==> src/rtl/pwic_pkg.sv <==
package pwic_pkg;
   // ****************************************************************
   // io addresses
   // ****************************************************************
   localparam logic [5:0] PWIC_ADDR_EDGE_SEL = 6'h0c; // interrupt edge select, write only
   localparam logic [5:0] PWIC_ADDR_WAKE_EN = 6'h0d; // wake enable, write only
   localparam logic [5:0] PWIC_ADDR_PORT_DATA = 6'h10; // port data
   localparam logic [5:0] PWIC_ADDR_PORT_DIR = 6'h11; // port direction
   localparam logic [5:0] PWIC_ADDR_PULL_UP = 6'h12; // pull-up enable
   localparam logic [5:0] PWIC_ADDR_MISC = 6'h3b; // wake, low voltage reset, watchdog control

   // ****************************************************************
   // reset values
   // ****************************************************************
   localparam logic [7:0] PWIC_RST_EDGE_SEL = 8'h00;
   localparam logic [7:0] PWIC_RST_WAKE_EN = 8'hf9; // bits 7-3 and bit 0 set
   localparam logic [7:0] PWIC_RST_PORT = 8'h00;
   localparam logic [7:0] PWIC_RST_MISC = 8'h00;

   // ****************************************************************
   // field positions and masks
   // ****************************************************************
   localparam int PWIC_TMR_EDGE_BIT = 4; // timer edge select
   localparam int PWIC_FAST_WAKE_BIT = 5; // fast wake
   localparam int PWIC_LVR_DIS_BIT = 2; // low voltage reset disable
   localparam int PWIC_PIN_FIVE = 5; // pin without pull-up
   localparam logic [7:0] PWIC_EDGE_SEL_MASK = 8'h13; // writable edge select bits
   localparam logic [7:0] PWIC_WAKE_EN_MASK = 8'hf9; // writable wake enable bits
   localparam logic [7:0] PWIC_MISC_MASK = 8'h27; // writable misc bits
   localparam logic [7:0] PWIC_PULL_MASK = 8'hdf; // pins that own a pull-up

   // external pin edge modes
   localparam logic [1:0] PWIC_EDGE_BOTH = 2'b00;
   localparam logic [1:0] PWIC_EDGE_RISE = 2'b01;
   localparam logic [1:0] PWIC_EDGE_FALL = 2'b10;

   // ****************************************************************
   // wake-up delays and watchdog periods
   // ****************************************************************
   localparam int PWIC_WAKE_SLOW_CLKS = 1024; // slow oscillator clocks
   localparam int PWIC_WAKE_FAST_CLKS = 128; // system clocks
   localparam logic [14:0] PWIC_WDT_P0 = 15'd2048;
   localparam logic [14:0] PWIC_WDT_P1 = 15'd4096;
   localparam logic [14:0] PWIC_WDT_P2 = 15'd16384;
   localparam logic [14:0] PWIC_WDT_P3 = 15'd256;
endpackage : pwic_pkg

==> src/rtl/pwic_edge_if.sv <==
`timescale 1ns/1ps
`default_nettype none
// level to edge event carrier between top and edge detector
interface pwic_edge_if;
   logic level; // input level, may be asynchronous
   logic rise; // one-cycle rising event
   logic fall; // one-cycle falling event
   modport src (output level, input rise, input fall);
   modport det (input level, output rise, output fall);
endinterface : pwic_edge_if
`default_nettype wire

==> src/rtl/pwic_edge_det.sv <==
`timescale 1ns/1ps
`default_nettype none
// two-stage synchroniser and edge detector; one event per edge
module pwic_edge_det
   #(parameter bit SYNC = 1'b1)
   (
   // clock and reset
   input wire logic i_sys_clk,
   input wire logic i_arst_n,
   // event carrier
   pwic_edge_if.det edge_io
   );
   logic s1_reg, s1_next; // first sync stage, read only by s2
   logic s2_reg, s2_next; // second sync stage
   logic prev_reg, prev_next; // previous sampled level
   logic [2:0] vld_reg, vld_next; // which stages hold a real sample since reset

   // ****************************************************************
   // next state
   // ****************************************************************
   always_comb
   begin
      s1_next = edge_io.level;
      s2_next = SYNC ? s1_reg : edge_io.level;
      prev_next = s2_reg;
      vld_next = {vld_reg[1:0], 1'b1};
   end

   always_ff @(posedge i_sys_clk or negedge i_arst_n)
   begin
      if (!i_arst_n)
      begin
         s1_reg <= 1'b0;
         s2_reg <= 1'b0;
         prev_reg <= 1'b0;
         vld_reg <= 3'b000;
      end
      else
      begin
         s1_reg <= s1_next;
         s2_reg <= s2_next;
         prev_reg <= prev_next;
         vld_reg <= vld_next;
      end
   end

   // single-cycle events from the stable stages only
   // events wait until prev holds a real sample: a pin already high at reset release
   // would otherwise look like a rising edge; events are masked for the first three cycles after release
   assign edge_io.rise = vld_reg[2] & s2_reg & ~prev_reg;
   assign edge_io.fall = vld_reg[2] & ~s2_reg & prev_reg;
endmodule : pwic_edge_det
`default_nettype wire

==> src/rtl/pwic_bank.sv <==
`timescale 1ns/1ps
`default_nettype none
module pwic_bank
   import pwic_pkg::*;
   (
   // clock and reset
   input wire logic i_sys_clk,
   input wire logic i_arst_n,
   // cpu io access
   input wire logic [5:0] i_io_addr,
   input wire logic i_io_wr,
   input wire logic i_io_rd,
   input wire logic [7:0] i_io_wdata,
   output logic [7:0] o_io_rdata,
   // port pins
   input wire logic [7:0] i_port_pins,
   output logic [7:0] o_port_out,
   output logic [7:0] o_port_oe,
   output logic [7:0] o_port_pull_up,
   // timer and interrupt core
   input wire logic i_timer_sel_bit,
   input wire logic i_ext_irq_enable,
   input wire logic i_ext_irq_clear,
   input wire logic i_timer_irq_clear,
   output logic o_ext_irq_flag,
   output logic o_ext_irq_req,
   output logic o_timer_irq_flag,
   // sleep and wake
   input wire logic i_sleep,
   input wire logic i_slow_osc_tick,
   input wire logic i_fast_osc_sel,
   output logic o_wake_event,
   output logic o_wake_done,
   // misc controls
   output logic o_lvr_enable,
   output logic [14:0] o_wdt_period
   );
   // ****************************************************************
   // registers
   // ****************************************************************
   logic [7:0] edge_sel_reg, edge_sel_next; // interrupt edge select
   logic [7:0] wake_en_reg, wake_en_next; // wake enables
   logic [7:0] port_data_reg, port_data_next; // port data
   logic [7:0] port_dir_reg, port_dir_next; // port direction
   logic [7:0] pull_reg, pull_next; // pull-up enables
   logic [7:0] misc_reg, misc_next; // wake, lvr, watchdog
   logic [7:0] rdata_reg, rdata_next; // read data
   logic ext_flag_reg, ext_flag_next; // external pin request
   logic tmr_flag_reg, tmr_flag_next; // timer request
   logic ext_req_reg, ext_req_next; // gated request to cpu
   logic wake_ev_reg, wake_ev_next; // one-cycle wake event
   logic done_reg, done_next; // wake delay finished pulse
   logic [10:0] wcnt_reg, wcnt_next; // wake delay counter
   logic [7:0] pins_prev_reg, pins_prev_next; // previous synced upper pins
   logic [7:0] out_reg, oe_reg, pu_reg; // registered pin controls
   logic lvr_reg;
   logic [14:0] wdt_reg;

   typedef enum logic [1:0] {PWIC_RUN, PWIC_SLEEP, PWIC_WAIT} pwic_state_e;
   pwic_state_e st_reg, st_next;

   // ****************************************************************
   // edge detectors
   // ****************************************************************
   pwic_edge_if ext_if ();
   pwic_edge_if tmr_if ();
   assign ext_if.level = i_port_pins[0];
   assign tmr_if.level = i_timer_sel_bit;

   // pin is asynchronous to us, so two stages
   pwic_edge_det #(.SYNC(1'b1)) u_ext_det (.i_sys_clk(i_sys_clk), .i_arst_n(i_arst_n), .edge_io(ext_if));
   // timer bit already lives on the system clock
   pwic_edge_det #(.SYNC(1'b0)) u_tmr_det (.i_sys_clk(i_sys_clk), .i_arst_n(i_arst_n), .edge_io(tmr_if));

   // upper pins synchroniser for wake toggles
   logic [7:0] up_s1_reg, up_s2_reg;

   // watchdog period decode
   function automatic logic [14:0] wdt_decode(input logic [1:0] sel);
      case (sel)
         2'b00: wdt_decode = PWIC_WDT_P0;
         2'b01: wdt_decode = PWIC_WDT_P1;
         2'b10: wdt_decode = PWIC_WDT_P2;
         default: wdt_decode = PWIC_WDT_P3;
      endcase
   endfunction

   logic ext_hit, tmr_hit, up_toggle, wake_src;

   // ****************************************************************
   // register writes and events
   // ****************************************************************
   always_comb
   begin
      edge_sel_next = edge_sel_reg;
      wake_en_next = wake_en_reg;
      port_data_next = port_data_reg;
      port_dir_next = port_dir_reg;
      pull_next = pull_reg;
      misc_next = misc_reg;
      // reserved bits masked off; software is expected to write zero there
      if (i_io_wr)
      begin
         case (i_io_addr)
            PWIC_ADDR_EDGE_SEL: edge_sel_next = i_io_wdata & PWIC_EDGE_SEL_MASK;
            PWIC_ADDR_WAKE_EN: wake_en_next = i_io_wdata & PWIC_WAKE_EN_MASK;
            PWIC_ADDR_PORT_DATA: port_data_next = i_io_wdata;
            PWIC_ADDR_PORT_DIR: port_dir_next = i_io_wdata;
            PWIC_ADDR_PULL_UP: pull_next = i_io_wdata;
            PWIC_ADDR_MISC: misc_next = i_io_wdata & PWIC_MISC_MASK;
            default: ; // unmapped write ignored
         endcase
      end
      // external pin trigger mode; reserved code 11 never triggers
      case (edge_sel_reg[1:0])
         PWIC_EDGE_BOTH: ext_hit = ext_if.rise | ext_if.fall;
         PWIC_EDGE_RISE: ext_hit = ext_if.rise;
         PWIC_EDGE_FALL: ext_hit = ext_if.fall;
         default: ext_hit = 1'b0;
      endcase
      ext_hit = ext_hit & wake_en_reg[0];
      tmr_hit = edge_sel_reg[PWIC_TMR_EDGE_BIT] ? tmr_if.fall : tmr_if.rise;
      // set wins over a clear in the same cycle
      ext_flag_next = ext_hit | (ext_flag_reg & ~i_ext_irq_clear);
      tmr_flag_next = tmr_hit | (tmr_flag_reg & ~i_timer_irq_clear);
      ext_req_next = ext_flag_next & i_ext_irq_enable;
      // upper pin toggles gated per bit
      up_toggle = |((up_s2_reg ^ pins_prev_reg) & wake_en_reg & 8'hf8);
      pins_prev_next = up_s2_reg;
      wake_src = up_toggle | ext_hit;
      // write-only registers read back zero
      case (i_io_addr)
         PWIC_ADDR_PORT_DATA: rdata_next = port_data_reg;
         PWIC_ADDR_PORT_DIR: rdata_next = port_dir_reg;
         PWIC_ADDR_PULL_UP: rdata_next = pull_reg;
         default: rdata_next = 8'h00;
      endcase
      if (!i_io_rd)
      begin
         rdata_next = rdata_reg;
      end
   end

   // ****************************************************************
   // wake sequencer
   // ****************************************************************
   always_comb
   begin
      st_next = st_reg;
      wcnt_next = wcnt_reg;
      wake_ev_next = 1'b0;
      done_next = 1'b0;
      case (st_reg)
         PWIC_RUN:
         begin
            if (i_sleep)
            begin
               st_next = PWIC_SLEEP;
            end
         end
         PWIC_SLEEP:
         begin
            if (wake_src)
            begin
               wake_ev_next = 1'b1;
               wcnt_next = '0;
               st_next = PWIC_WAIT;
            end
         end
         PWIC_WAIT:
         begin
            // fast path counts system clocks, only with fast oscillator
            if (misc_reg[PWIC_FAST_WAKE_BIT] && i_fast_osc_sel)
            begin
               wcnt_next = wcnt_reg + 11'd1;
               if (wcnt_reg == 11'(PWIC_WAKE_FAST_CLKS - 1))
               begin
                  done_next = 1'b1;
                  st_next = PWIC_RUN;
               end
            end
            // normal path counts slow oscillator ticks
            else if (i_slow_osc_tick)
            begin
               wcnt_next = wcnt_reg + 11'd1;
               if (wcnt_reg == 11'(PWIC_WAKE_SLOW_CLKS - 1))
               begin
                  done_next = 1'b1;
                  st_next = PWIC_RUN;
               end
            end
         end
         default: st_next = PWIC_RUN;
      endcase
   end

   // ****************************************************************
   // state registers
   // ****************************************************************
   always_ff @(posedge i_sys_clk or negedge i_arst_n)
   begin
      if (!i_arst_n)
      begin
         edge_sel_reg <= PWIC_RST_EDGE_SEL;
         wake_en_reg <= PWIC_RST_WAKE_EN;
         port_data_reg <= PWIC_RST_PORT;
         port_dir_reg <= PWIC_RST_PORT;
         pull_reg <= PWIC_RST_PORT;
         misc_reg <= PWIC_RST_MISC;
         rdata_reg <= 8'h00;
         ext_flag_reg <= 1'b0;
         tmr_flag_reg <= 1'b0;
         ext_req_reg <= 1'b0;
         wake_ev_reg <= 1'b0;
         done_reg <= 1'b0;
         wcnt_reg <= '0;
         pins_prev_reg <= 8'h00;
         up_s1_reg <= 8'h00;
         up_s2_reg <= 8'h00;
         out_reg <= 8'h00;
         oe_reg <= 8'h00;
         pu_reg <= 8'h00;
         lvr_reg <= 1'b1;
         wdt_reg <= PWIC_WDT_P0;
         st_reg <= PWIC_RUN;
      end
      else
      begin
         edge_sel_reg <= edge_sel_next;
         wake_en_reg <= wake_en_next;
         port_data_reg <= port_data_next;
         port_dir_reg <= port_dir_next;
         pull_reg <= pull_next;
         misc_reg <= misc_next;
         rdata_reg <= rdata_next;
         ext_flag_reg <= ext_flag_next;
         tmr_flag_reg <= tmr_flag_next;
         ext_req_reg <= ext_req_next;
         wake_ev_reg <= wake_ev_next;
         done_reg <= done_next;
         wcnt_reg <= wcnt_next;
         pins_prev_reg <= pins_prev_next;
         up_s1_reg <= i_port_pins;
         up_s2_reg <= up_s1_reg;
         out_reg <= port_data_next;
         oe_reg <= port_dir_next;
         pu_reg <= pull_next & PWIC_PULL_MASK; // pin five has no pull-up
         lvr_reg <= ~misc_next[PWIC_LVR_DIS_BIT];
         wdt_reg <= wdt_decode(misc_next[1:0]);
         st_reg <= st_next;
      end
   end

   // ****************************************************************
   // outputs
   // ****************************************************************
   assign o_io_rdata = rdata_reg;
   assign o_port_out = out_reg;
   assign o_port_oe = oe_reg;
   assign o_port_pull_up = pu_reg;
   assign o_ext_irq_flag = ext_flag_reg;
   assign o_ext_irq_req = ext_req_reg;
   assign o_timer_irq_flag = tmr_flag_reg;
   assign o_wake_event = wake_ev_reg;
   assign o_wake_done = done_reg;
   assign o_lvr_enable = lvr_reg;
   assign o_wdt_period = wdt_reg;
endmodule : pwic_bank
`default_nettype wire

==> config.mk <==
export PLATFORM = sky130hd
export DESIGN_NAME = pwic_bank
export DESIGN_NICKNAME = d
export VERILOG_FILES = /design/src/rtl/pwic_pkg.sv /design/src/rtl/pwic_edge_if.sv /design/src/rtl/pwic_edge_det.sv /design/src/rtl/pwic_bank.sv
export SDC_FILE = /design/constraint.sdc
export NUM_CORES = 1
export LEC_CHECK = 0
export BUFFER_PORTS_ARGS = -buffer_cell sky130_fd_sc_hd__buf_4
export CAP_MARGIN = 10
export CORE_MARGIN = 2
export CORE_UTILIZATION = 25
export DETAILED_ROUTE_END_ITERATION = 10
export GPL_ROUTABILITY_DRIVEN = 0
export SKIP_LAST_GASP = 1
export SLEW_MARGIN = 20
export SYNTH_ARGS = -nofsm -noshare
export SYNTH_HDL_FRONTEND = slang
export SYNTH_HIERARCHICAL = 1
export SYNTH_SLANG_ARGS = --single-unit
==> constraint.sdc <==
create_clock -name i_sys_clk -period 1.6 [get_ports i_sys_clk]
set_input_delay 0.16 -clock i_sys_clk [delete_from_list [all_inputs] [get_ports i_sys_clk]]
set_output_delay 0.16 -clock i_sys_clk [all_outputs]
set_load 0.01 [all_outputs]
==> out/metrics.csv, run 1 <==
metric,value,unit
io_buffers,71,
r2r_cells,4,
peakVddDrop,742,uV
placed_cells,608,
synth_top_area_share,53.6,%
netlist_area,0.00402,mm^2
start_util,25.5,%
cap_violations,0,
rows,46,
yosysSeqAreaShare,58.8,%
die_area,0.0171,mm^2
avgRoutedWirePerCell,13.9,um
vias,2741,
synthToLayoutAreaGrowth,33.1,%
synth-main-ff-cell,dfrtp_1,
final_cells,638,
hold_violations,0,
yosysWarnings,6,
routed_wl,8.87,mm
io_pins,86,
rsz0062_at_grt,false,
n_antenna_cell,0,
async_flop_share,100,%
postRouteAntennaNets,0,
synth_top_family_by_area,multiplexers,
synthSimpleGateAreaFrac,12.3,%
clockBufferDepth,2,
cts_tree,done,
grt_pass1_wl,13.7,mm
ys_types,55,
r2r_slack,90,ps
antenna_found_initial,0,
viasPerCell,4.30,
drv_slew,0,
synth_area_leaders,"dfrtp_1, mux2_2, dfstp_2",
setup_viol,0,
power_density,1210,mW/mm^2
grt_use_met1,13.5,%
grt_max_degree,55,
cts_root_buf,clkbuf_16,
overflow,0,
synth_compound_area_share,6.76,%
grt.busiest_layer,met2,
first_pass_iters,4,
synth_edf_count,0,
worstPathMaxFanout,5,
synth_top_area_cell,dfrtp_1,
hold_class,in -> reg,
r2r_end,wcnt_reg[10],
met3_usage,3.34,%
use_met2,16.5,%
worst_ep_required_time,1870,ps
ys_ff_latch,94,
die_w,131,um
cts_buffers,9,
syn_area_per_cell,12.6,um^2
cp.arrival,1790,ps
largest_register_ffs,11,
min_period_over_period,94.5,%
crit_type,reg -> reg,
min_period,1510,ps
yosysMostFrequentCell,dfrtp_1,
cts_sinks,94,
synthAdderAreaFrac,0.311,%
critPathLaunchType,register,
crit_start,wcnt_reg[5],
endpoint,wcnt_reg[10],
drt_iter0_markers,142,
status,"complete, no violations",
worstHoldStart,i_ext_irq_enable,
grt_pass1_vias,2678,
fin_skew,7.25,ps
final_util,33.9,%
core_region_area,0.0158,mm^2
reg2reg_from,wcnt_reg[5],
hpwl,6.49,mm
nets,451,
synthMuxAreaShare,12.8,%
fmax,661,MHz
synth_cells,318,
clk_pin_slew,70,ps
synth_xor_area_share,2.18,%
die_h,131,um
htreeDepth,3,
p_leak,2.49,nW
synthTopCellsByCount,"dfrtp_1, mux2_2, buf_4",
clk_latency,340,ps
drc_errors,0,
cp-end-kind,register,
track_usage,10.6,%
drive_gt1_share,41.0,%
-- power breakdown --
group	leakage [nW]	switching, W	internal [W]	total [W]
Combinational	1.13	0.000510	0.000561	0.00107
Sequential	1.19	0.000231	0.00267	0.00290
Clock	0.168	0.000900	0.00161	0.00251
Total	2.49	0.00164	0.00484	0.00648
-- worst max-delay path, stage by stage, from the launching register on --
cell and delay (ps):
dfrtp_1 430, and4_1 240, nand3_2 130, or4_4 500, a21oi_2 140
-- through the flow --
stage / instance area, um^2 / total power (W) / setup WS [ps] / setup TNS, ps / hold slack (ps)
final: 5350 / 0.00648 / 87.6 / 0 / 27.7
after global routing: 5350 / 0.00680 / 3.44 / 0 / 20.2
after CTS: 5290 / 0.00651 / -5.84 / -5.84 / 14.7
after detailed placement: 4830 / 0.00394 / -37.9 / -42.1 / -26.1
after global placement: 4830 / 0.00390 / 47.4 / 0 / -27.0
after floorplan: 4060 / 0.00349 / 144 / 0 / -136
-- layout by cell type, fill, tap and decap left out, types with 4 or more instances in the layout --
cell type,count
nand2_1,11
clkbuf_16,9
dfstp_2,8
dlygate4sd3_1,10
buf_4,93
o22ai_1,8
dfrtp_1,84
mux2i_1,11
nor2_1,17
conb_1,14
nand4_1,4
nand3_1,8
inv_1,16
o21ai_0,8
xor2_1,7
a21oi_1,11
nor2b_1,4
and3b_1,4
mux2_2,36
-- worst min-delay path by stage --
stage	to	slack [ps]	cells after the start
floorplan	edge_sel_reg[0]	-140	0
global placement	u_ext_det/s1_reg	-30	1
detailed placement	u_ext_det/s1_reg	-30	1
CTS	o_ext_irq_req	10	2
global route	o_ext_irq_req	20	2
finish	o_ext_irq_req	30	2
-- kinds of logic after synthesis --
family / count (synthesis)
compound gates: 43
xor+xnor: 10
fa+ha+maj: 1
buf+inv: 44
flops: 94
mux: 47
other cells: 3
simple gates: 76
-- per-layer routing --
metal | vias to the layer above | wire length [um] | part of all wire (%)
met5 | - | 0 | 0
met4 | 0 | 218 | 2.5
met3 | 16 | 470 | 5.3
met2 | 85 | 4230 | 48
met1 | 1354 | 3950 | 45
li1 | 1286 | - | -
-- cell type report --
class | instances | area (um^2)
inverters | 16 | 60.1
multi-input cells | 191 | 1460
clock buffers | 11 | 253
clock inverters | 5 | 105
flip-flops and latches | 94 | 2360
repair buffers | 105 | 838
well taps | 216 | 270
fillers | 1583 | 10400
-- timing repair --
| action | in CTS | in global routing |
|---|---|---|
| hold buffers | 10 | 0 |
| setup endpoints to repair | 1 | 8 |
| resized for setup | 1 | 7 |
| hold endpoints to repair | 95 | 0 |
| pin swaps | 0 | 1 |
| buffers inserted | 0 | 4 |
Power figures use the tool's default switching activity.
==> inputs of run 2 (changes only) <==
--- a/config.mk
+++ b/config.mk
@@ -7,7 +7,6 @@
 export LEC_CHECK = 0
 export BUFFER_PORTS_ARGS = -buffer_cell sky130_fd_sc_hd__buf_4
 export CAP_MARGIN = 10
-export CORE_MARGIN = 2
 export CORE_UTILIZATION = 25
 export DETAILED_ROUTE_END_ITERATION = 10
 export GPL_ROUTABILITY_DRIVEN = 0
==> run 2 against run 1 <==
  * Combinational power barely moved
  * Design area decreased by 1.2%
  * Final cell count down 1.1%
  * Maximum frequency is 0.79% higher
  * Routed wire length is 0.55% lower
  * Register-to-register slack hardly changed
  * Highest routed layer unchanged
==> out/metrics.csv, run 2 (synthesis gave the netlist of run 1 again) <==
metric,value,unit
status,"complete, no violations",
cts_root_buf,clkbuf_16,
routed_wl,8.82,mm
grt_pass1_vias,2712,
hold_violations,0,
rsz0062_at_grt,true,
cp.arrival,1760,ps
critPathLaunchType,register,
place_ws,-7.34,ps
grt_max_degree,34,
setup-tns-final,0,ps
nets,449,
cts_buffers,9,
drt_iter0_markers,101,
overflow,0,
avgRoutedWirePerCell,14.0,um
die_h,129,um
htreeDepth,3,
viasPerCell,4.34,
worstPathMaxFanout,5,
clockBufferDepth,2,
clk_pin_slew,60,ps
n_antenna_cell,0,
synthToLayoutAreaGrowth,31.5,%
p_leak,2.46,nW
cts_sinks,94,
track_usage,11.4,%
postLayoutSetupSlackWorst,99.5,ps
die_w,129,um
reg2reg_from,wcnt_reg[4],
rows,45,
min_period_over_period,93.8,%
io_buffers,71,
r2r_slack,100,ps
io_pins,86,
worstHoldStart,i_ext_irq_enable,
layout_common_cells,"buf_4, dfrtp_1, mux2_2",
hpwl,6.48,mm
antenna_found_initial,0,
setup_viol,0,
start_util,26.0,%
crit_type,reg -> reg,
fmax,666,MHz
drc_errors,0,
first_pass_iters,4,
final_common_cell,buf_4,
power_density,1170,mW/mm^2
hold_depth,2,
min_period,1500,ps
hold_class,in -> reg,
die_area,0.0166,mm^2
clk_latency,340,ps
worst_ep_required_time,1860,ps
power,0.00619,W
postRouteAntennaNets,0,
vias,2740,
grt_pass1_wl,14.1,mm
fin_skew,5.67,ps
peakVddDrop,861,uV
r2r_end,wcnt_reg[9],
cp-end-kind,register,
cts_tree,done,
holdPathEnd,o_ext_irq_req,
r2r_cells,4,
drv_slew,0,
fillers,1591,
cap_violations,0,
drive_gt1_share,40.2,%
core_region_area,0.0154,mm^2
largest_register_ffs,11,
==> run 2: worst max path at each step <==
stage | start | endpoint | depth (start not counted)
2_1_floorplan | u_ext_det/prev_next | st_reg[1] | 6
3_3_place_gp | u_ext_det/prev_next | wcnt_reg[4] | 6
3_5_place_dp | u_ext_det/prev_next | wcnt_reg[8] | 5
4_1_cts | u_ext_det/prev_next | wcnt_reg[4] | 6
5_1_grt | u_ext_det/prev_next | wcnt_reg[4] | 6
6_report | wcnt_reg[4] | wcnt_reg[9] | 4
==> run 2: repair_timing <==
| action | CTS | global route |
|---|---|---|
| resized for setup | 1 | 7 |
| hold buffers | 10 | 0 |
| setup buffers | 0 | 3 |
| cloned | 0 | 0 |
| setup endpoints to repair | 1 | 10 |
| pin swaps | 0 | 1 |
| endpoints found under the hold margin | 34 | 0 |
==> run 2: area by class of cell <==
type / instances / area [um^2] / share of cell area [%]
flip-flops and latches: 94 / 2360 / 44.8
multi-input cells: 191 / 1450 / 27.5
repair buffers: 103 / 827 / 15.7
well taps: 211 / 264 / 5.00
clock buffers: 10 / 229 / 4.33
clock inverters: 6 / 86.3 / 1.63
inverters: 16 / 60.1 / 1.14
==> run 2: per-layer routing <==
metal / wire length (um) / share of wire, % / vias to the layer above / GRT usage [%]
met2: 4370 / 50 / 82 / 18.1
met4: 171 / 1.9 / 0 / 5.12
met5: 0 / 0 / - / 0
li1: - / - / 1284 / -
met3: 414 / 4.7 / 12 / 3.91
met1: 3860 / 44 / 1362 / 13.9
==> run 2: metrics by stage <==
stage / cell area, um^2 / utilization [%] / hold slack (ps) / cells
finish: 5280 / 34.2 / 27.4 / 631
global placement: 4820 / 31.2 / 140 / 602
detailed placement: 4820 / 31.2 / 139 / 602
global route: 5280 / 34.2 / 20.9 / 631
floorplan: 4060 / - / -136 / 329
CTS: 5240 / 33.9 / 9.03 / 628
==> run 2: where the power goes <==
| part | total (W) | internal, W | switching [W] |
|---|---|---|---|
| clock network | 0.00225 | 0.00137 | 0.000881 |
| logic | 0.00105 | 0.000543 | 0.000505 |
| registers | 0.00289 | 0.00267 | 0.000221 |
| total | 0.00619 | 0.00458 | 0.00161 |
==> run 2: worst max-delay path: stages (launching register included) <==
cell     delay [ps]
dfrtp_1         410
nand3_1         170
nor4_4          320
or3b_1          370
a21oi_1         160
==> inputs of run 3 (changes only) <==
--- a/config.mk
+++ b/config.mk
@@ -7,9 +7,12 @@
 export LEC_CHECK = 0
 export BUFFER_PORTS_ARGS = -buffer_cell sky130_fd_sc_hd__buf_4
 export CAP_MARGIN = 10
+export CELL_PAD_IN_SITES_DETAIL_PLACEMENT = 0
+export CELL_PAD_IN_SITES_GLOBAL_PLACEMENT = 1
 export CORE_UTILIZATION = 25
 export DETAILED_ROUTE_END_ITERATION = 10
 export GPL_ROUTABILITY_DRIVEN = 0
+export PLACE_DENSITY_LB_ADDON = 0.1
 export SKIP_LAST_GASP = 1
 export SLEW_MARGIN = 20
 export SYNTH_ARGS = -nofsm -noshare
==> run 3 against run 2 <==
  * Via count down 2.9%
  * Final cell count rose by 0.32%
  * First-iteration DRC count down 27%
  * Hold slack got worse by 6.2 ps
  * Clock skew is 2.4 ps higher
  * Critical endpoint is now st_reg[1]
  * Largest cell class unchanged
  * Highest routed layer unchanged
==> out/metrics.csv, run 3 (synthesis gave the netlist of run 1 again) <==
metric,value,unit
status,"complete, no violations",
min_period_over_period,94.9,%
vias,2660,
rsz0062_at_grt,true,
p_clk_share,37.9,%
largest_register_ffs,11,
die_w,129,um
reg2reg_from,wcnt_reg[9],
synthToLayoutAreaGrowth,34.0,%
track_usage,11.9,%
r2r_slack,80,ps
cap_violations,0,
cp.arrival,1750,ps
first_pass_iters,4,
cts_sinks,94,
cts_buffers,9,
worstPathMaxFanout,5,
die_area,0.0166,mm^2
peakVddDrop,568,uV
power,0.00652,W
final_util,34.9,%
drive_gt1_share,42.2,%
start_util,26.0,%
p_seq_share,44.4,%
setup-tns-final,0,ps
drc_errors,0,
p_sw_share,26.2,%
nets,451,
r2r_end,st_reg[1],
fin_skew,8.05,ps
p_int,0.00481,W
worst_ep_required_time,1830,ps
grt_pass1_vias,2773,
grt_max_degree,38,
antenna_found_initial,0,
hold_violations,0,
p_leak,2.49,nW
max_stage_delay,480,ps
final_common_cell,buf_4,
crit_type,reg -> reg,
holdWs,21.2,ps
r2r_cells,3,
clk_latency,350,ps
clockBufferDepth,2,
drv_slew,0,
overflow,0,
n_antenna_cell,0,
placed_cells,606,
io_buffers,71,
grt_pass1_wl,14.7,mm
drt_iter0_markers,74,
htreeDepth,3,
p_sw,0.00171,W
cts_tree,done,
power_frac_comb,17.7,%
min_period,1520,ps
io_pins,86,
routed_wl,9.19,mm
clk_pin_slew,70,ps
core_region_area,0.0154,mm^2
cp_slowest_cell,or4_1,
endpoint,st_reg[1],
hold_class,in -> reg,
path_cells,or4_1 -> a211o_1 -> a21o_1,
cp-end-kind,register,
avgRoutedWirePerCell,14.5,um
layout_common_cells,"buf_4, dfrtp_1, mux2_2",
power_density,1210,mW/mm^2
hpwl,6.78,mm
rows,45,
crit_start,wcnt_reg[9],
fillers,1570,
setup_viol,0,
fmax,659,MHz
viasPerCell,4.20,
final_cells,633,
die_h,129,um
cts_root_buf,clkbuf_16,
postRouteAntennaNets,0,
critPathLaunchType,register,
-- run 3: cell types whose count changed in the layout (fill, tap and decap cells not counted), sizes merged --
| cell | previous run | this run |
|---|---|---|
| buf | 93 | 96 |
| bufinv | 2 | 3 |
| clkbuf | 10 | 9 |
| clkinv | 2 | 1 |
| dlygate4sd3 | 10 | 9 |
| inv | 17 | 18 |
-- run 3: area by class of cell --
type,count,area (um^2),area share [%]
inverters,16,60.1,1.12
clock buffers,9,225,4.18
well taps,211,264,4.90
flip-flops and latches,94,2360,43.9
clock inverters,7,120,2.23
repair buffers,105,843,15.7
multi-input cells,191,1510,28.0
-- run 3: worst max-delay path, delay by kind of cell, from the launching register on --
| kind | cells | cell delay [ps] |
|---|---|---|
| flops | 1 | 420 |
| simple gates | 1 | 480 |
| compound gates | 2 | 500 |
-- run 3: power groups by stage --
stage | Combinational, W | Clock, W | Sequential (W)
2_1_floorplan | 0.000565 | 0 | 0.00292
3_3_place_gp | 0.00106 | 0 | 0.00293
3_5_place_dp | 0.00107 | 0 | 0.00293
4_1_cts | 0.00110 | 0.00257 | 0.00289
5_1_grt | 0.00128 | 0.00265 | 0.00293
6_report | 0.00115 | 0.00247 | 0.00289
-- run 3: stage by stage --
stage	area (um^2)	setup WS [ps]
CTS	5300	54.2
finish	5380	81.9
floorplan	4060	144
detailed placement	4850	-75.1
global route	5380	-1.87
global placement	4850	-6.38
-- run 3: timing repair --
action                                 in CTS  in global routing
resized for setup                           3                 19
setup endpoints to repair                   4                  6
setup buffers                               0                  1
hold buffers                                9                  0
gates cloned                                0                  1
endpoints found under the hold margin      38                  0
pin swaps                                   0                  4
-- run 3: how the worst min path moves through the flow --
stage | from | end | slack (ps) | cells after the start
floorplan | i_arst_n | edge_sel_reg[0] | -140 | 0
global placement | i_arst_n | up_s1_reg[6] | 140 | 1
detailed placement | i_arst_n | up_s1_reg[6] | 150 | 1
CTS | i_ext_irq_clear | o_ext_irq_flag | 5 | 2
global route | i_ext_irq_enable | o_ext_irq_req | 20 | 2
finish | i_ext_irq_clear | o_ext_irq_flag | 20 | 2
-- run 3: metal layers --
layer / GRT usage (%) / vias to the layer above / wire, um
li1: - / 1283 / -
met1: 15.8 / 1308 / 4410
met2: 18.1 / 58 / 4210
met3: 2.83 / 11 / 395
met4: 6.02 / 0 / 172
met5: 0 / - / 0
